--- src/rtl/ilm_pkg.sv ---
package ilm_pkg;

  // ----------------------------------------------------------------
  // Request line numbering
  // ----------------------------------------------------------------
  localparam int ILM_LINES = 7;
  localparam int ILM_LINE_WAKE = 0;
  localparam int ILM_LINE_LINK = 1;
  localparam int ILM_LINE_RSVD_A = 2;
  localparam int ILM_LINE_RSVD_B = 3;
  localparam int ILM_LINE_RFCAL = 4;
  localparam int ILM_LINE_ARB = 5;
  localparam int ILM_LINE_CRYPTO = 6;

  // ----------------------------------------------------------------
  // Timing and synchroniser
  // ----------------------------------------------------------------
  localparam int ILM_CLOCK_HZ = 20000000;
  localparam int ILM_BASE_TIME_US = 625;
  localparam int ILM_COARSE_FACTOR = 16;
  localparam int ILM_BASE_TIME_CYCLES = (ILM_BASE_TIME_US * (ILM_CLOCK_HZ / 1000000));
  localparam int ILM_SYNC_STAGES = 3;
  localparam logic [6:0] ILM_LINES_RESET = 7'h00;
  localparam logic [ILM_SYNC_STAGES-1:0] ILM_SYNC_RESET = 3'h0;

  // ----------------------------------------------------------------
  // Source groups
  // ----------------------------------------------------------------
  typedef struct packed {
    logic fine_timer;
    logic coarse_timer;
    logic base_tick;
    logic sleep_end;
    logic link_fault;
    logic packet_rx;
    logic event_end;
    logic link_cipher;
    logic software_link_request;
  } ilm_link_src_t;

  typedef struct packed {
    logic link_wake_request;
    ilm_link_src_t link;
    logic digital_radio_phy_cal;
    logic arbiter;
    logic cipher_hash;
    logic elliptic_curve;
  } ilm_src_t;

  localparam int ILM_SRC_W = $bits(ilm_src_t);

endpackage : ilm_pkg

--- src/rtl/ilm_mapper.sv ---
module ilm_mapper (
  input wire logic CLOCK_IN,                     // 20 MHz system clock
  input wire logic SYS_RST_IN,                   // Synchronous reset, active high
  input wire logic ACTIVE_MODE_IN,               // Device in an active mode
  input wire ilm_pkg::ilm_src_t SOURCES_IN,      // Source request levels
  output logic [ilm_pkg::ILM_LINES-1:0] IRQ_OUT, // Processor request lines
  output logic [2:0] TOP_LINE_OUT,               // Highest priority pending line
  output logic TOP_VALID_OUT                     // Any line pending
);

  // ----------------------------------------------------------------
  // Input synchronisers
  // ----------------------------------------------------------------
  // Sources may sit in other clock domains (sleep clock), so all pass
  // the three-stage filter; costs four cycles of latency.
  // Limitation: a source pulse shorter than two cycles is filtered away.

  // ----------------------------------------------------------------
  // Line 0: wake from sleep
  // ----------------------------------------------------------------
  logic wake;

  ilm_sync u_sync_wake (
    .CLOCK_IN(CLOCK_IN),
    .SYS_RST_IN(SYS_RST_IN),
    .async_in(SOURCES_IN.link_wake_request),
    .sync_out(wake)
  );

  // ----------------------------------------------------------------
  // Line 1: link-layer sources
  // ----------------------------------------------------------------
  logic fine_timer;
  logic coarse_timer;
  logic base_tick;
  logic active;

  logic sleep_end;
  logic link_fault;
  logic packet_rx;
  logic event_end;

  logic link_cipher;
  logic software_link_request;

  // Timers first; mode passes the same filter as the tick, so both
  // move on one edge and no half-gated tick reaches the line
  ilm_sync u_sync_fine_timer (
    .CLOCK_IN(CLOCK_IN),
    .SYS_RST_IN(SYS_RST_IN),
    .async_in(SOURCES_IN.link.fine_timer),
    .sync_out(fine_timer)
  );

  ilm_sync u_sync_coarse_timer (
    .CLOCK_IN(CLOCK_IN),
    .SYS_RST_IN(SYS_RST_IN),
    .async_in(SOURCES_IN.link.coarse_timer),
    .sync_out(coarse_timer)
  );

  // Tick must stand two cycles or more to be seen
  ilm_sync u_sync_base_tick (
    .CLOCK_IN(CLOCK_IN),
    .SYS_RST_IN(SYS_RST_IN),
    .async_in(SOURCES_IN.link.base_tick),
    .sync_out(base_tick)
  );

  ilm_sync u_sync_active (
    .CLOCK_IN(CLOCK_IN),
    .SYS_RST_IN(SYS_RST_IN),
    .async_in(ACTIVE_MODE_IN),
    .sync_out(active)
  );

  // Radio activity sources
  ilm_sync u_sync_sleep_end (
    .CLOCK_IN(CLOCK_IN),
    .SYS_RST_IN(SYS_RST_IN),
    .async_in(SOURCES_IN.link.sleep_end),
    .sync_out(sleep_end)
  );

  ilm_sync u_sync_link_fault (
    .CLOCK_IN(CLOCK_IN),
    .SYS_RST_IN(SYS_RST_IN),
    .async_in(SOURCES_IN.link.link_fault),
    .sync_out(link_fault)
  );

  ilm_sync u_sync_packet_rx (
    .CLOCK_IN(CLOCK_IN),
    .SYS_RST_IN(SYS_RST_IN),
    .async_in(SOURCES_IN.link.packet_rx),
    .sync_out(packet_rx)
  );

  ilm_sync u_sync_event_end (
    .CLOCK_IN(CLOCK_IN),
    .SYS_RST_IN(SYS_RST_IN),
    .async_in(SOURCES_IN.link.event_end),
    .sync_out(event_end)
  );

  // Cipher finish and the software request
  ilm_sync u_sync_link_cipher (
    .CLOCK_IN(CLOCK_IN),
    .SYS_RST_IN(SYS_RST_IN),
    .async_in(SOURCES_IN.link.link_cipher),
    .sync_out(link_cipher)
  );

  // Software request is a level from the bus side, held until cleared
  ilm_sync u_sync_software_link_request (
    .CLOCK_IN(CLOCK_IN),
    .SYS_RST_IN(SYS_RST_IN),
    .async_in(SOURCES_IN.link.software_link_request),
    .sync_out(software_link_request)
  );

  // ----------------------------------------------------------------
  // Lines 2 and 3: reserved
  // ----------------------------------------------------------------
  // No source behind them; the combination below ties both low so
  // the processor never takes a stray vector there.

  // ----------------------------------------------------------------
  // Line 4: radio calibration
  // ----------------------------------------------------------------
  logic phy_cal;

  ilm_sync u_sync_phy_cal (
    .CLOCK_IN(CLOCK_IN),
    .SYS_RST_IN(SYS_RST_IN),
    .async_in(SOURCES_IN.digital_radio_phy_cal),
    .sync_out(phy_cal)
  );

  // ----------------------------------------------------------------
  // Line 5: bus arbiter
  // ----------------------------------------------------------------
  logic arbiter;

  ilm_sync u_sync_arbiter (
    .CLOCK_IN(CLOCK_IN),
    .SYS_RST_IN(SYS_RST_IN),
    .async_in(SOURCES_IN.arbiter),
    .sync_out(arbiter)
  );

  // ----------------------------------------------------------------
  // Line 6: crypto engine
  // ----------------------------------------------------------------
  logic cipher_hash;
  logic elliptic_curve;

  // Two engine sources share one line; software asks the engine which
  ilm_sync u_sync_cipher_hash (
    .CLOCK_IN(CLOCK_IN),
    .SYS_RST_IN(SYS_RST_IN),
    .async_in(SOURCES_IN.cipher_hash),
    .sync_out(cipher_hash)
  );

  ilm_sync u_sync_elliptic_curve (
    .CLOCK_IN(CLOCK_IN),
    .SYS_RST_IN(SYS_RST_IN),
    .async_in(SOURCES_IN.elliptic_curve),
    .sync_out(elliptic_curve)
  );

  // ----------------------------------------------------------------
  // Line combination
  // ----------------------------------------------------------------
  logic [ilm_pkg::ILM_LINES-1:0] next_irq;
  logic link_any;

  always_comb
  begin
    // Nine sources share line 1
    link_any = 1'b0;
    link_any = link_any | fine_timer;
    link_any = link_any | coarse_timer;
    // Tick is gated here too, in case the source is not
    link_any = link_any | (base_tick & active);
    link_any = link_any | sleep_end;
    link_any = link_any | link_fault;
    link_any = link_any | packet_rx;
    link_any = link_any | event_end;
    link_any = link_any | link_cipher;
    link_any = link_any | software_link_request;
    next_irq = ilm_pkg::ILM_LINES_RESET;
    next_irq[ilm_pkg::ILM_LINE_WAKE] = wake;
    // Level, not pulse: stays high while any source pends
    next_irq[ilm_pkg::ILM_LINE_LINK] = link_any;
    next_irq[ilm_pkg::ILM_LINE_RSVD_A] = 1'b0;
    next_irq[ilm_pkg::ILM_LINE_RSVD_B] = 1'b0;
    next_irq[ilm_pkg::ILM_LINE_RFCAL] = phy_cal;
    next_irq[ilm_pkg::ILM_LINE_ARB] = arbiter;
    // Either engine source holds the line
    next_irq[ilm_pkg::ILM_LINE_CRYPTO] = cipher_hash | elliptic_curve;
  end

  // ----------------------------------------------------------------
  // Priority report
  // ----------------------------------------------------------------
  // Not used by the processor; gives a testable view of the order
  logic [2:0] next_top_line;
  logic next_top_valid;

  always_comb
  begin
    next_top_line = 3'h0;
    next_top_valid = 1'b0;
    // Mirrors the processor's tie-break: the lowest pending number wins
    if (next_irq[ilm_pkg::ILM_LINE_WAKE])
    begin
      next_top_line = 3'(ilm_pkg::ILM_LINE_WAKE);
      next_top_valid = 1'b1;
    end
    else if (next_irq[ilm_pkg::ILM_LINE_LINK])
    begin
      next_top_line = 3'(ilm_pkg::ILM_LINE_LINK);
      next_top_valid = 1'b1;
    end
    else if (next_irq[ilm_pkg::ILM_LINE_RSVD_A])
    begin
      next_top_line = 3'(ilm_pkg::ILM_LINE_RSVD_A);
      next_top_valid = 1'b1;
    end
    else if (next_irq[ilm_pkg::ILM_LINE_RSVD_B])
    begin
      next_top_line = 3'(ilm_pkg::ILM_LINE_RSVD_B);
      next_top_valid = 1'b1;
    end
    else if (next_irq[ilm_pkg::ILM_LINE_RFCAL])
    begin
      next_top_line = 3'(ilm_pkg::ILM_LINE_RFCAL);
      next_top_valid = 1'b1;
    end
    else if (next_irq[ilm_pkg::ILM_LINE_ARB])
    begin
      next_top_line = 3'(ilm_pkg::ILM_LINE_ARB);
      next_top_valid = 1'b1;
    end
    else if (next_irq[ilm_pkg::ILM_LINE_CRYPTO])
    begin
      next_top_line = 3'(ilm_pkg::ILM_LINE_CRYPTO);
      next_top_valid = 1'b1;
    end
  end

  // ----------------------------------------------------------------
  // Output registers
  // ----------------------------------------------------------------
  // Every pin comes from a flop, so the processor never sees a glitch
  always_ff @(posedge CLOCK_IN)
  begin
    if (SYS_RST_IN)
    begin
      IRQ_OUT <= ilm_pkg::ILM_LINES_RESET;
    end
    else
    begin
      IRQ_OUT <= next_irq;
    end
  end

  // Report registered from the same next value, so it always agrees
  // with the lines on the same cycle
  always_ff @(posedge CLOCK_IN)
  begin
    if (SYS_RST_IN)
    begin
      TOP_LINE_OUT <= 3'h0;
      TOP_VALID_OUT <= 1'b0;
    end
    else
    begin
      TOP_LINE_OUT <= next_top_line;
      TOP_VALID_OUT <= next_top_valid;
    end
  end

endmodule : ilm_mapper

--- src/rtl/ilm_sync.sv ---
module ilm_sync (
  input wire logic CLOCK_IN,   // System clock
  input wire logic SYS_RST_IN, // Synchronous reset
  input wire logic async_in,   // Level from another domain
  output logic sync_out        // Filtered level
);

  logic [ilm_pkg::ILM_SYNC_STAGES-1:0] stages;
  logic [ilm_pkg::ILM_SYNC_STAGES-1:0] next_stages;
  logic next_sync_out;

  always_comb
  begin
    next_stages = {stages[ilm_pkg::ILM_SYNC_STAGES-2:0], async_in};
    next_sync_out = sync_out;
    // Stage 0 is never looked at; stages 1 and 2 must agree
    if (stages[1] == stages[2])
    begin
      next_sync_out = stages[2];
    end
  end

  always_ff @(posedge CLOCK_IN)
  begin
    if (SYS_RST_IN)
    begin
      stages <= ilm_pkg::ILM_SYNC_RESET;
      sync_out <= 1'b0;
    end
    else
    begin
      stages <= next_stages;
      sync_out <= next_sync_out;
    end
  end

endmodule : ilm_sync

--- config.mk ---
export PLATFORM = sky130hd
export DESIGN_NAME = ilm_mapper
export DESIGN_NICKNAME = d
export VERILOG_FILES = /design/src/rtl/ilm_pkg.sv /design/src/rtl/ilm_mapper.sv /design/src/rtl/ilm_sync.sv
export SDC_FILE = /design/constraint.sdc
export NUM_CORES = 1
export LEC_CHECK = 0
export BUFFER_PORTS_ARGS = -buffer_cell sky130_fd_sc_hd__buf_2
export CORE_ASPECT_RATIO = 1.1
export CORE_UTILIZATION = 50
export CTS_CLUSTER_SIZE = 12
export DETAILED_ROUTE_END_ITERATION = 10
export PLACE_DENSITY = 0.71
export SLEW_MARGIN = 20
export SYNTH_ARGS = -nofsm -noshare
export SYNTH_HDL_FRONTEND = slang
export SYNTH_SLANG_ARGS = --single-unit
export TNS_END_PERCENT = 50
--- constraint.sdc ---
create_clock -name CLOCK_IN -period 3.52 [get_ports CLOCK_IN]
set_input_delay 0.352 -clock CLOCK_IN [delete_from_list [all_inputs] [get_ports CLOCK_IN]]
set_output_delay 0.352 -clock CLOCK_IN [all_outputs]
set_load 0.02 [all_outputs]
==> results.yml <==
sta:
  fin_crit_ns: 1.51
  slew_headroom_pct: 57.1
  finalHoldViolations: 0
  worstMarginPinSlew_ns: 0.644
  grt_setup_unrepaired: "false"
  period_share_pct: 43.0
  fmax_ghz: 0.661
  fin_worst_skew_ns: 0.00464
  final-max-slew-violation-count: 0
  setup_ws_ns: 2.01
  final-setup-viol-count: 0
  tns_ns: 0
place:
  port_buffers: 25
  dpl_worst_slack_ns: 1.83
  place.gp.congestion: 0.721
  hpwl_mm: 1.86
floorplan:
  core_area_sq_um: 3960
  die_w_microns: 63.1
  start_util_pct: 51.8
  rows: 24
  die_y_microns: 69.2
  ios: 28
  die_area_sq_um: 4370
final_layout:
  final_cell_mix: "dfxtp_1 (69), nor2b_1 (47), buf_2 (24)"
  regArea_sq_um: 1380
  area_delta_synth_final_pct: 15.9
  final_nets: 232
  final_common_cell: "dfxtp_1"
  diodes: 0
  layout-drive-gt1-share_pct: 18.6
  multi_input_area_sq_um: 631
  nFillCells: 351
setup_path:
  regToRegSetupSlack_ns: 2.01
  critPathLaunch: "u_sync_link_cipher.sync_out$_SDFFE_PP0N_"
  required_ns: 3.76
  crit_fanout: 4
  worstPathArrival_ns: 1.75
  start_kind: "register"
  max_stage_delay_ns: 0.61
  crit_end: "TOP_LINE_OUT[2]$_SDFF_PP0_"
  r2r_cells: 3
  crit_chain: "or4_1 > a211oi_4 > nor4b_2"
  rr_startpoint: "u_sync_link_cipher.sync_out$_SDFFE_PP0N_"
  cp_slowest_cell: "or4_1"
  cp-end-kind: "register"
  critPathKind: "reg2reg"
  worstReg2RegEnd: "TOP_LINE_OUT[2]$_SDFF_PP0_"
run_status:
  outcome: "finished clean"
global_route:
  grt_pass1_vias: 1243
  antenna_found_initial: 0
  grt_pass1_wl_mm: 5.18
  gr-total-overflow: 0
  grt_usage_pct: 16.0
  grt_max_degree: 70
routing:
  drt_pass1_iterations: 4
  drt-initial-drc-count: 78
  detailroute.via_count: 1268
  viasPerCell: 4.66
  ant_nets: 0
  dr_wl_met3_microns: 178
  wl_per_cell_microns: 10.8
  highest_layer: "met4"
  wirelength_mm: 2.92
  drc: 0
  wl_met2_mm: 1.41
  met1Wirelength_mm: 1.26
power:
  p_leak_nw: 0.943
  ir_drop_v: 0.000268
  p_per_area_nw_per_um2: 588
job:
  drv_cap: 0
clock_network:
  cts.clk_slew.worst_paths_ns: 0.06
  clock_latency_ns: 0.33
  cts_made_buffers: 9
  clock_path_buffers: 2
  cts_root_buffer: "clkbuf_8"
  cts_setup_buffers: 0
  cts.sinks: 69
  ctsHoldBuffers: 0
  postCtsResizedCells: 0
  htreeDepth: 3
  cts_tree: "built"
yosys:
  synth_cells: 187
  synth.avg_cell_area_sq_um: 11.0
  yosysSeqAreaShare_pct: 67.3
  synth.cell_area_sq_um: 2050
  yosysWarnings: 0
  synth_seq_cells: 69
  synth_cell_types: 18
hold_path:
  holdCritPathClass: "in2reg"
stage by stage:
step | cell area (sq um) | utilization, % | hold WS [ns] | std cells | power (mW)
2_1_floorplan | 2060 | - | 0.414 | 188 | 0.857
3_3_place_gp | 2210 | 55.7 | 0.419 | 256 | 0.867
3_5_place_dp | 2210 | 55.7 | 0.424 | 256 | 0.871
4_1_cts | 2380 | 60.0 | 0.207 | 272 | 1.42
5_1_grt | 2380 | 60.0 | 0.224 | 272 | 1.46
6_report | 2380 | 60.0 | 0.229 | 272 | 1.40
per-layer routing:
metal  up-vias  global-route usage (%)
li1        659                       -
met1       566                    16.2
met2        33                    26.3
met3        10                    7.89
met4         0                    9.30
met5         -                       0
cells in the mapped netlist:
cell	count	area share, %
dfxtp_1	69	67
nor2b_1	47	14
a21oi_1	16	3.9
nand2_1	15	2.7
o21ai_0	15	3.7
clkbuf_1	7	1.3
nor2_1	4	0.73
buf_4	2	0.73
nor4b_2	2	1.5
or4_1	2	0.73
a211oi_1	1	0.37
a211oi_4	1	0.98
a31oi_1	1	0.30
conb_1	1	0.18
inv_1	1	0.18
nand2b_1	1	0.30
nor4_1	1	0.30
or4_4	1	0.55
area by class of cell:
class / instances / area share [%]
timing repair buffer: 25 / 5.36
inverter: 1 / 0.158
sequential: 69 / 58.0
tap: 52 / 2.73
clock buffer: 15 / 6.99
clock inverter: 1 / 0.210
multi-input combinational: 109 / 26.5
worst max-delay path, delay by kind of cell, from the launching register on:
family | cells | cell delay (ns)
AND/OR/NAND/NOR | 2 | 0.85
AO/OA/AOI/OAI | 1 | 0.25
flip-flops | 1 | 0.32
how the worst min path moves through the flow:
| stage | to | slack [ns] | from | cells past startpoint |
|---|---|---|---|---|
| 2_1_floorplan | u_sync_active.stages[1]$_SDFF_PP0_ | 0.41 | u_sync_active.stages[0]$_SDFF_PP0_ | 1 |
| 3_3_place_gp | u_sync_coarse_timer.stages[1]$_SDFF_PP0_ | 0.42 | u_sync_coarse_timer.stages[0]$_SDFF_PP0_ | 1 |
| 3_5_place_dp | u_sync_link_cipher.stages[1]$_SDFF_PP0_ | 0.42 | u_sync_link_cipher.stages[0]$_SDFF_PP0_ | 1 |
| 4_1_cts | u_sync_coarse_timer.stages[0]$_SDFF_PP0_ | 0.21 | SOURCES_IN[11] | 2 |
| 5_1_grt | u_sync_packet_rx.stages[0]$_SDFF_PP0_ | 0.22 | SOURCES_IN[7] | 2 |
| 6_report | u_sync_elliptic_curve.stages[0]$_SDFF_PP0_ | 0.23 | SOURCES_IN[0] | 2 |
flip-flops by register name (all words and copies together) (netlist names), 3 cells and up:
name / count
u_sync_fine_timer.stages: 3
u_sync_software_link_request.stages: 3
u_sync_link_fault.stages: 3
u_sync_link_cipher.stages: 3
u_sync_packet_rx.stages: 3
TOP_LINE_OUT: 3
u_sync_active.stages: 3
u_sync_base_tick.stages: 3
u_sync_event_end.stages: 3
u_sync_sleep_end.stages: 3
u_sync_arbiter.stages: 3
u_sync_wake.stages: 3
IRQ_OUT: 5
u_sync_elliptic_curve.stages: 3
u_sync_phy_cal.stages: 3
u_sync_cipher_hash.stages: 3
u_sync_coarse_timer.stages: 3
cell families after synthesis:
logic type | count (synthesis) | share of synthesized area (%)
buf+inv | 10 | 2.19
other cells | 1 | 0.183
flops | 69 | 67.3
compound gates | 34 | 9.20
simple gates | 73 | 21.1
power by group:
group / total, mW / internal, mW / leakage [nW] / switching, mW
combinational: 0.0420 / 0.0201 / 0.292 / 0.0219
sequential: 0.811 / 0.803 / 0.564 / 0.00775
clock: 0.547 / 0.294 / 0.0877 / 0.253
total: 1.40 / 1.12 / 0.943 / 0.282
Note: power is estimated with default switching activity, not from simulation.
